<file path="config.mk">
export PLATFORM = sky130hd
export DESIGN_NAME = fcr_top
export DESIGN_NICKNAME = d
export VERILOG_FILES = /design/src/pkg/fcr_pkg.sv /design/src/pkg/fcr_burst_if.sv /design/src/fcr_top.sv /design/src/fcr_fifo.sv /design/src/fcr_burst.sv
export SDC_FILE = /design/constraint.sdc
export NUM_CORES = 1
export LEC_CHECK = 0
export BUFFER_PORTS_ARGS = -buffer_cell sky130_fd_sc_hd__buf_2
export CELL_PAD_IN_SITES_DETAIL_PLACEMENT = 2
export CELL_PAD_IN_SITES_GLOBAL_PLACEMENT = 2
export CORE_AREA = 2 2 181 183
export DETAILED_ROUTE_END_ITERATION = 10
export DIE_AREA = 0 0 183 185
export PLACE_DENSITY = 0.89
export REMOVE_ABC_BUFFERS = 1
export SYNTH_ARGS = -nofsm -noshare
export SYNTH_HDL_FRONTEND = slang
export SYNTH_SLANG_ARGS = --single-unit
</file>
<file path="constraint.sdc">
create_clock -name clk -period 4.7 [get_ports clk]
set_input_delay 0.47 -clock clk [delete_from_list [all_inputs] [get_ports clk]]
set_output_delay 0.47 -clock clk [all_outputs]
set_load 0.05 [all_outputs]
</file>
<file path="src/pkg/fcr_pkg.sv">
// constants and types of the flash read configuration register block
`default_nettype none

package fcr_pkg;
    // ========================================
    // widths
    localparam int ADDR_W     = 24;
    localparam int VCFG_W     = 8;
    localparam int NVCFG_W    = 16;
    localparam int FIFO_DEPTH = 8;

    // ========================================
    // volatile register layout and reset value
    localparam int              VCFG_DUMMY_LSB = 4;
    localparam int              VCFG_XIP_BIT   = 3;
    localparam int              VCFG_WRAP_LSB  = 0;
    localparam logic [7:0]      VCFG_RESET     = 8'hfb;

    // ========================================
    // nonvolatile register layout and factory value
    localparam int              NV_DUMMY_LSB = 12;
    localparam int              NV_XIP_LSB   = 9;
    localparam int              NV_QUAD_BIT  = 3;
    localparam int              NV_DUAL_BIT  = 2;
    localparam int              NV_LOCK_BIT  = 0;
    localparam logic [2:0]      NV_XIP_OFF   = 3'h7;
    localparam logic [15:0]     NVCFG_RESET  = 16'hffff;

    // ========================================
    // dummy cycle codes
    localparam logic [3:0]      DUMMY_CODE_LO = 4'h0;
    localparam logic [3:0]      DUMMY_CODE_HI = 4'hf;
    localparam logic [3:0]      DUMMY_DEFAULT = 4'ha;

    // ========================================
    // wrap masks on the low address bits
    localparam logic [5:0]      WRAP_MASK_16 = 6'h0f;
    localparam logic [5:0]      WRAP_MASK_32 = 6'h1f;
    localparam logic [5:0]      WRAP_MASK_64 = 6'h3f;

    typedef enum logic [1:0] {
        WRAP_16  = 2'b00,
        WRAP_32  = 2'b01,
        WRAP_64  = 2'b10,
        WRAP_SEQ = 2'b11
    } fcr_wrap_e;

    typedef enum logic [1:0] {
        PROTO_EXT  = 2'b00,
        PROTO_DUAL = 2'b01,
        PROTO_QUAD = 2'b10
    } fcr_proto_e;

    typedef enum logic [2:0] {
        OP_NONE      = 3'b000,
        OP_RD_VCFG   = 3'b001,
        OP_WR_VCFG   = 3'b010,
        OP_RD_NVCFG  = 3'b011,
        OP_WR_NVCFG  = 3'b100,
        OP_FAST_READ = 3'b101
    } fcr_op_e;

    typedef enum logic [1:0] {
        ST_IDLE  = 2'b00,
        ST_DUMMY = 2'b01,
        ST_BURST = 2'b10
    } fcr_state_e;
endpackage

`default_nettype wire

</file>
<file path="src/pkg/fcr_burst_if.sv">
// link between the read sequencer and the burst address generator
`default_nettype none

interface fcr_burst_if;
    logic                      start;
    logic                      stop;
    logic [fcr_pkg::ADDR_W-1:0] start_addr;
    logic [1:0]                wrap;
    logic                      valid;
    logic                      ready;
    logic [fcr_pkg::ADDR_W-1:0] addr;

    modport ctl (output start, stop, start_addr, wrap, ready,
                 input  valid, addr);
    modport gen (input  start, stop, start_addr, wrap, ready,
                 output valid, addr);
endinterface

`default_nettype wire

</file>
<file path="src/fcr_top.sv">
// read configuration registers and fast read sequencer of a serial flash
`default_nettype none

// ========================================
// Contract
// - fast reads wait the dummy count of volatile bits 7:4.
// - dummy codes 0000 and 1111 both give the default count.
// - volatile bit 3 at 0 enables execute-in-place, 1 is default.
// - wrap bits 1:0 pick 16, 32, 64 byte wrap or sequential.
// - a wrap burst starts at the given address and wraps its block.
// - volatile values act at once and change only by command.
// - the nonvolatile register changes only by its own commands; here resetn also reloads it with the factory value 16'hffff.
// - at power-on nonvolatile bits 3:2 choose quad or dual protocol.
// - nonvolatile bits 15:12 hold the power-on dummy count, all ones.
// - nonvolatile bit 3 quad, bit 2 dual, both active low.

module fcr_top (
    // clock, reset and enable
    input  wire logic        clk,
    input  wire logic        resetn,
    input  wire logic        ce,
    // power-cycle event
    input  wire logic        boot,
    // command port
    input  wire logic        cmd_valid,
    input  wire logic [2:0]  cmd_op,
    input  wire logic [23:0] cmd_addr,
    input  wire logic [15:0] cmd_wdata,
    input  wire logic        cmd_stop,
    output logic             cmd_ready,
    // register read answer
    output logic             rsp_valid,
    output logic [15:0]      rsp_data,
    // array read address stream
    input  wire logic        rd_ready,
    output logic             rd_valid,
    output logic [23:0]      rd_addr,
    // configuration for the rest of the device
    output logic [1:0]       proto,
    output logic             execute_in_place_mode_n
);
    // ========================================
    // state
    fcr_pkg::fcr_state_e state_reg;
    fcr_pkg::fcr_state_e state_next;
    logic [3:0]          dummy_reg;
    logic [3:0]          dummy_next;
    logic [23:0]         start_reg;
    logic [23:0]         start_next;
    logic [7:0]          vcfg_reg;
    logic [7:0]          vcfg_next;
    logic [15:0]         nvcfg_reg;
    logic [15:0]         nvcfg_next;
    logic [1:0]          proto_reg;
    logic [1:0]          proto_next;
    logic                cmd_ready_reg;
    logic                cmd_ready_next;
    logic                rsp_valid_reg;
    logic                rsp_valid_next;
    logic [15:0]         rsp_data_reg;
    logic [15:0]         rsp_data_next;
    logic                rd_valid_reg;
    logic                rd_valid_next;
    logic [23:0]         rd_addr_reg;
    logic [23:0]         rd_addr_next;

    logic                acc;
    logic                fr_acc;
    logic                wv_acc;
    logic                wn_acc;
    logic                flush;
    logic                drain_ok;
    logic                start_burst;
    logic [3:0]          dummy_code;
    logic [3:0]          dummy_eff;
    logic                fifo_valid;
    logic                fifo_in_ready;
    logic [23:0]         fifo_data;

    fcr_burst_if bif ();

    // ========================================
    // decode
    function automatic logic [1:0] proto_of(input logic [15:0] nv);
        if (!nv[fcr_pkg::NV_QUAD_BIT])
            return fcr_pkg::PROTO_QUAD;
        else if (!nv[fcr_pkg::NV_DUAL_BIT])
            return fcr_pkg::PROTO_DUAL;
        else
            return fcr_pkg::PROTO_EXT;
    endfunction

    assign acc    = cmd_valid && cmd_ready_reg && !boot;
    assign fr_acc = acc && cmd_op == fcr_pkg::OP_FAST_READ;
    assign wv_acc = acc && cmd_op == fcr_pkg::OP_WR_VCFG;
    assign wn_acc = acc && cmd_op == fcr_pkg::OP_WR_NVCFG;
    assign flush  = cmd_stop || boot;

    assign dummy_code = vcfg_reg[fcr_pkg::VCFG_DUMMY_LSB +: 4];
    // both end codes mean the setting that is safe at the top clock rate
    assign dummy_eff = (dummy_code == fcr_pkg::DUMMY_CODE_LO ||
                        dummy_code == fcr_pkg::DUMMY_CODE_HI)
                       ? fcr_pkg::DUMMY_DEFAULT : dummy_code;

    // the last dummy cycle launches the burst
    assign start_burst = state_reg == fcr_pkg::ST_DUMMY &&
                         dummy_reg == 4'h1 && !flush;

    // ========================================
    // burst generator and address fifo
    assign bif.start      = start_burst;
    assign bif.stop       = flush;
    assign bif.start_addr = start_reg;
    // wrap is read live, but writes are taken only in idle, so a running burst keeps its wrap
    assign bif.wrap       = vcfg_reg[fcr_pkg::VCFG_WRAP_LSB +: 2];
    assign bif.ready      = fifo_in_ready;

    fcr_burst u_burst (
        .clk    (clk),
        .resetn (resetn),
        .ce     (ce),
        .bif    (bif.gen)
    );

    fcr_fifo #(
        .WIDTH (fcr_pkg::ADDR_W),
        .DEPTH (fcr_pkg::FIFO_DEPTH)
    ) u_fifo (
        .clk       (clk),
        .resetn    (resetn),
        .ce        (ce),
        .flush     (flush),
        .in_valid  (bif.valid),
        .in_ready  (fifo_in_ready),
        .in_data   (bif.addr),
        .out_valid (fifo_valid),
        .out_ready (drain_ok),
        .out_data  (fifo_data)
    );

    assign drain_ok = (!rd_valid_reg || rd_ready) && !flush;

    // ========================================
    // next state
    always_comb
    begin
        state_next     = state_reg;
        dummy_next     = dummy_reg;
        start_next     = start_reg;
        vcfg_next      = vcfg_reg;
        nvcfg_next     = nvcfg_reg;
        proto_next     = proto_reg;
        rsp_valid_next = 1'b0;
        rsp_data_next  = rsp_data_reg;
        case (state_reg)
            fcr_pkg::ST_IDLE:
            begin
                if (fr_acc)
                begin
                    state_next = fcr_pkg::ST_DUMMY;
                    dummy_next = dummy_eff;
                    start_next = cmd_addr;
                end
            end
            fcr_pkg::ST_DUMMY:
            begin
                if (cmd_stop)
                    state_next = fcr_pkg::ST_IDLE;
                else if (dummy_reg == 4'h1)
                    state_next = fcr_pkg::ST_BURST;
                else
                    dummy_next = dummy_reg - 4'h1;
            end
            fcr_pkg::ST_BURST:
            begin
                if (cmd_stop)
                    state_next = fcr_pkg::ST_IDLE;
            end
            default:
                state_next = fcr_pkg::ST_IDLE;
        endcase

        // registers move only through their own commands
        if (wv_acc)
            vcfg_next = {cmd_wdata[7:3], 1'b0, cmd_wdata[1:0]};
        if (wn_acc && nvcfg_reg[fcr_pkg::NV_LOCK_BIT])
            nvcfg_next = cmd_wdata;
        if (acc && cmd_op == fcr_pkg::OP_RD_VCFG)
        begin
            rsp_valid_next = 1'b1;
            rsp_data_next  = {8'h00, vcfg_reg};
        end
        if (acc && cmd_op == fcr_pkg::OP_RD_NVCFG)
        begin
            rsp_valid_next = 1'b1;
            rsp_data_next  = nvcfg_reg;
        end

        // a power cycle reloads dummy count, execute-in-place and protocol from the stored ones, and sets wrap to sequential
        if (boot)
        begin
            state_next = fcr_pkg::ST_IDLE;
            vcfg_next  = {nvcfg_reg[fcr_pkg::NV_DUMMY_LSB +: 4],
                          nvcfg_reg[fcr_pkg::NV_XIP_LSB +: 3] ==
                          fcr_pkg::NV_XIP_OFF,
                          1'b0, fcr_pkg::WRAP_SEQ};
            proto_next = proto_of(nvcfg_reg);
        end
        cmd_ready_next = state_next == fcr_pkg::ST_IDLE;
    end

    always_comb
    begin
        rd_valid_next = rd_valid_reg;
        rd_addr_next  = rd_addr_reg;
        if (flush)
            rd_valid_next = 1'b0;
        else if (fifo_valid && drain_ok)
        begin
            rd_valid_next = 1'b1;
            rd_addr_next  = fifo_data;
        end
        else if (rd_ready)
            rd_valid_next = 1'b0;
    end

    // ========================================
    // registers
    always_ff @(posedge clk or negedge resetn)
    begin
        if (!resetn)
        begin
            state_reg     <= fcr_pkg::ST_IDLE;
            dummy_reg     <= 4'h0;
            start_reg     <= 24'h000000;
            vcfg_reg      <= fcr_pkg::VCFG_RESET;
            nvcfg_reg     <= fcr_pkg::NVCFG_RESET;
            proto_reg     <= fcr_pkg::PROTO_EXT;
            cmd_ready_reg <= 1'b0;
            rsp_valid_reg <= 1'b0;
            rsp_data_reg  <= 16'h0000;
            rd_valid_reg  <= 1'b0;
            rd_addr_reg   <= 24'h000000;
        end
        else if (ce)
        begin
            state_reg     <= state_next;
            dummy_reg     <= dummy_next;
            start_reg     <= start_next;
            vcfg_reg      <= vcfg_next;
            nvcfg_reg     <= nvcfg_next;
            proto_reg     <= proto_next;
            cmd_ready_reg <= cmd_ready_next;
            rsp_valid_reg <= rsp_valid_next;
            rsp_data_reg  <= rsp_data_next;
            rd_valid_reg  <= rd_valid_next;
            rd_addr_reg   <= rd_addr_next;
        end
    end

    assign cmd_ready = cmd_ready_reg;
    assign rsp_valid = rsp_valid_reg;
    assign rsp_data  = rsp_data_reg;
    assign rd_valid  = rd_valid_reg;
    assign rd_addr   = rd_addr_reg;
    assign proto     = proto_reg;
    // 0 enables, so the pin-level sense is kept as stored
    assign execute_in_place_mode_n = vcfg_reg[fcr_pkg::VCFG_XIP_BIT];

    // ========================================
    // checks
    logic [3:0] dseen_reg;
    logic [3:0] dload_reg;

    always_ff @(posedge clk or negedge resetn)
    begin
        if (!resetn)
        begin
            dseen_reg <= 4'h0;
            dload_reg <= 4'h0;
        end
        else if (ce)
        begin
            if (fr_acc)
            begin
                dseen_reg <= 4'h0;
                dload_reg <= dummy_eff;
            end
            else if (state_reg == fcr_pkg::ST_DUMMY)
                dseen_reg <= dseen_reg + 4'h1;
        end
    end
endmodule

`default_nettype wire

</file>
<file path="src/fcr_fifo.sv">
// flip-flop fifo with valid and ready on both sides
`default_nettype none

module fcr_fifo #(
    parameter int WIDTH = 24,
    parameter int DEPTH = 8
) (
    // clock, reset and enable
    input  wire logic             clk,
    input  wire logic             resetn,
    input  wire logic             ce,
    input  wire logic             flush,
    // fill side
    input  wire logic             in_valid,
    output logic                  in_ready,
    input  wire logic [WIDTH-1:0] in_data,
    // drain side
    output logic                  out_valid,
    input  wire logic             out_ready,
    output logic [WIDTH-1:0]      out_data
);
    localparam int AW = $clog2(DEPTH);
    localparam logic [AW:0] FULL = (AW+1)'(DEPTH);

    logic [WIDTH-1:0] mem_reg [DEPTH];
    logic [AW:0]      wp_reg;
    logic [AW:0]      wp_next;
    logic [AW:0]      rp_reg;
    logic [AW:0]      rp_next;
    logic             push;
    logic             pop;

    assign in_ready  = (wp_reg - rp_reg) != FULL;
    assign out_valid = wp_reg != rp_reg;
    assign out_data  = mem_reg[rp_reg[AW-1:0]];
    assign push      = in_valid && in_ready && !flush;
    assign pop       = out_valid && out_ready && !flush;

    always_comb
    begin
        wp_next = push ? wp_reg + 1'b1 : wp_reg;
        rp_next = pop ? rp_reg + 1'b1 : rp_reg;
        if (flush)
        begin
            wp_next = '0;
            rp_next = '0;
        end
    end

    always_ff @(posedge clk or negedge resetn)
    begin
        if (!resetn)
        begin
            wp_reg <= '0;
            rp_reg <= '0;
        end
        else if (ce)
        begin
            wp_reg <= wp_next;
            rp_reg <= rp_next;
        end
    end

    // data entries carry no reset: only pointers define what is valid
    for (genvar i = 0; i < DEPTH; i++)
    begin : g_entry
        always_ff @(posedge clk)
        begin
            if (ce && push && wp_reg[AW-1:0] == AW'(i))
                mem_reg[i] <= in_data;
        end
    end
endmodule

`default_nettype wire

</file>
<file path="src/fcr_burst.sv">
// address generator for wrapped and sequential read bursts
`default_nettype none

module fcr_burst (
    // clock, reset and enable
    input  wire logic clk,
    input  wire logic resetn,
    input  wire logic ce,
    // control in, address stream out
    fcr_burst_if.gen  bif
);
    logic        busy_reg;
    logic        busy_next;
    logic [23:0] addr_reg;
    logic [23:0] addr_next;
    logic [5:0]  mask;
    logic [5:0]  low_inc;
    logic        step;

    assign bif.valid = busy_reg;
    assign bif.addr  = addr_reg;
    assign step      = busy_reg && bif.ready && !bif.start && !bif.stop;
    assign low_inc   = addr_reg[5:0] + 6'h01;

    always_comb
    begin
        case (bif.wrap)
            fcr_pkg::WRAP_16: mask = fcr_pkg::WRAP_MASK_16;
            fcr_pkg::WRAP_32: mask = fcr_pkg::WRAP_MASK_32;
            fcr_pkg::WRAP_64: mask = fcr_pkg::WRAP_MASK_64;
            default:          mask = fcr_pkg::WRAP_MASK_64;
        endcase
        busy_next = busy_reg;
        addr_next = addr_reg;
        if (bif.start)
        begin
            busy_next = 1'b1;
            addr_next = bif.start_addr;
        end
        else if (bif.stop)
            busy_next = 1'b0;
        else if (step && bif.wrap == fcr_pkg::WRAP_SEQ)
            addr_next = addr_reg + 24'h000001;
        else if (step)
            addr_next = {addr_reg[23:6],
                         (addr_reg[5:0] & ~mask) | (low_inc & mask)};
    end

    always_ff @(posedge clk or negedge resetn)
    begin
        if (!resetn)
        begin
            busy_reg <= 1'b0;
            addr_reg <= 24'h000000;
        end
        else if (ce)
        begin
            busy_reg <= busy_next;
            addr_reg <= addr_next;
        end
    end
endmodule

`default_nettype wire

</file>
==> results.json <==
{
  "synth-edff-count": 192,
  "maxCapViolations": 0,
  "vias": 8799,
  "multi_input_area_mm2": 0.004150,
  "cts_buffers": 37,
  "grt_pass1_wl_um": 63870,
  "grt_max_degree": 102,
  "hold_viol_final": 0,
  "grt_pass1_vias": 10020,
  "synth_seq_area_share_pct": 67.20,
  "slew_viol_final": 0,
  "antenna_found_initial": 1,
  "cts_setup_buffers": 0,
  "powerDensity_mw_per_mm2": 435.0,
  "worstSetupStartpoint": "u_fifo.wp_reg[2]",
  "htreeDepth": 2,
  "crit_required_ns": 4.87,
  "ios": 96,
  "largest_register_ff_count": 192,
  "start_util_pct": 42.14,
  "synth_cell_types": 71,
  "die_h_um": 185,
  "grt_usage_pct": 25.43,
  "fmax_mhz": 295.3,
  "critPathKind": "reg2reg",
  "grt_overflow": 0,
  "die_area_mm2": 0.03386,
  "fillerInstances": 3033,
  "dpl.hpwl_um": 27020,
  "die_w_um": 183,
  "ys_ff_latch": 323,
  "tns_ns": 0,
  "rsz0062_at_grt": "false",
  "cts-root-buf": "clkbuf_16",
  "p_leak_nw": 5.769,
  "drive_gt1_share_pct": 27.93,
  "status": "finished, final reports clean",
  "final_nets": 1102,
  "m1WireLength_um": 16100,
  "reg2reg_from": "u_fifo.wp_reg[2]",
  "hold_buffers": 0,
  "cts-resized-gates": 0,
  "post-place-ws_ns": 1.346,
  "yosysWarnings": 0,
  "worst_pin_slew_ns": 1.040,
  "clockBufferDepth": 3,
  "wire_per_inst_um": 28.34,
  "gp_congestion": 0.7788,
  "portBuffers": 95,
  "syn2layout_area_growth_pct": 15.56,
  "cts_tree": "yes",
  "postSynthCellCount": 934,
  "cts.sink_count": 323,
  "met3_length_um": 2068,
  "clk_latency_ns": 0.54,
  "fin_util_pct": 48.69,
  "ant_nets": 0,
  "worst_hold_path_type": "in2async",
  "cp-end-kind": "register",
  "dr.pass1.iters": 5,
  "placed_cell_area_mm2": 0.01442,
  "cp_data_arrival_time_ns": 3.56,
  "min_period_over_period_pct": 72.05,
  "rows": 66,
  "drt_iter0_drc": 654,
  "synth_ff_type": "edfxtp_1",
  "core_area_mm2": 0.03204,
  "met2_length_um": 22160,
  "regArea_mm2": 0.009075,
  "finalInstanceArea_mm2": 0.01560,
  "finalWorstPathRequiredPeriod_ns": 3.386,
  "fin_ws_ns": 1.314,
  "vdd_drop_max_mv": 0.2523,
  "wl_um": 41820,
  "setup_viol": 0,
  "start_kind": "register",
  "maxSlewHeadroom_pct": 30.70,
  "viasPerCell": 5.961,
  "cts.clk_slew.worst_paths_ns": 0.06,
  "synthArstFlopShare_pct": 40.56,
  "fin_skew_ns": 0.02374,
  "syn_avg_cell_area_um2": 14.45,
  "drc_errors": 0,
  "syn_area_mm2": 0.01350,
  "cp_max_fo": 20,
  "dr.max_layer_used": "met4"
}
==> cells in the mapped netlist (5+ instances only) <==
master    number  area [um2]
nand4_1        7       43.79
mux4_2        48        1081
nor2_1        60       225.2
buf_2         12       60.06
a31oi_1       27       168.9
mux2i_1       14       140.1
nand2b_1       5       31.28
dfrtp_1      108        2703
mux2_2        39       439.2
inv_1         14       52.55
nor4_1         5       31.28
ha_1          13       162.7
clkbuf_1      31       116.4
edfxtp_1     192        5766
dfstp_2       23       604.3
a21oi_1       38       190.2
nand3_1       31       155.2
and3_1        16       100.1
o21ai_0       34       170.2
nand2_1      126       473.0
==> worst paths after layout <==
kind / end / slack, ns / cells past startpoint
max in group asynchronous: vcfg_reg[0] / 3.50 / 2
hold / removal: rd_addr[20] / 0.04 / 1
setup / recovery: u_fifo.mem_reg[1][7] / 1.31 / 7
setup reg to reg: u_fifo.mem_reg[1][7] / 1.31 / 7
min in group clk: bif.start_addr[18] / 0.17 / 2
hold reg to reg: rsp_data[2] / 0.47 / 2
==> area by class of cell <==
| class | instances | share of cell area, % |
|---|---|---|
| Sequential cell | 323 | 58.17 |
| Multi-Input combinational cell | 547 | 26.60 |
| Clock buffer | 47 | 6.312 |
| Timing Repair Buffer | 115 | 4.050 |
| Tap cell | 408 | 3.272 |
| Clock inverter | 20 | 1.219 |
| Inverter | 15 | 0.3609 |
| Antenna cell | 1 | 0.01604 |
==> power by group <==
part	internal, mW	leakage [nW]	switching [mW]
registers	3.15	3.20	0.152
logic	0.181	2.00	0.467
clock network	1.66	0.574	1.18
total	4.99	5.77	1.79
==> routing by layer <==
layer,up-vias,global-route usage [%]
met1,4673,29.86
met4,0,9.440
li1,3730,-
met3,104,4.601
met2,292,46.56
met5,-,0
==> through the flow <==
step	cells	power, mW	hold slack [ns]
floorplan	885	3.736	0.1744
global placement	1408	3.948	0.4524
detailed placement	1408	4.011	0.4718
CTS	1475	6.843	0.1136
global route	1475	7.010	0.1222
finish	1476	6.787	0.04481
==> critical path, cell delays in order, from the launching register on <==
cell      delay, ns
dfrtp_1        0.50
ha_1           0.47
nor4bb_1       0.10
a21oi_1        0.30
o21ai_0        0.31
nor2_1         0.49
and3_1         0.41
buf_4          0.42
==> cells in the final DEF, fill, tap and decap left out, drive strengths merged, types with 4 or more instances in the layout <==
| cell | count |
|---|---|
| o21ai | 35 |
| o22ai | 4 |
| nand4 | 7 |
| inv | 15 |
| clkbuf | 47 |
| nand2b | 6 |
| o41ai | 4 |
| edfxtp | 192 |
| nor2 | 62 |
| clkinv | 15 |
| nand2 | 126 |
| mux2 | 39 |
| a31oi | 27 |
| and3 | 16 |
| mux4 | 48 |
| dfrtp | 108 |
| mux2i | 14 |
| nor3 | 4 |
| dfstp | 23 |
| buf | 115 |
| a21oi | 39 |
| nor4 | 6 |
| a32o | 4 |
| ha | 13 |
| nand3 | 31 |
==> kinds of logic (layout without fill, tap and decap cells) <==
logic type	count (synthesis)	in the layout	share of synthesized area [%]
XOR/XNOR	5	5	0.3244
other	0	1	0
AND/OR/NAND/NOR	279	279	9.639
multiplexers	101	101	12.30
adder cells (fa/ha/maj)	13	13	1.205
buffers and inverters	64	197	2.141
flip-flops	323	323	67.20
AO/OA/AOI/OAI	149	149	7.192
(Power assumes the default switching activity.)
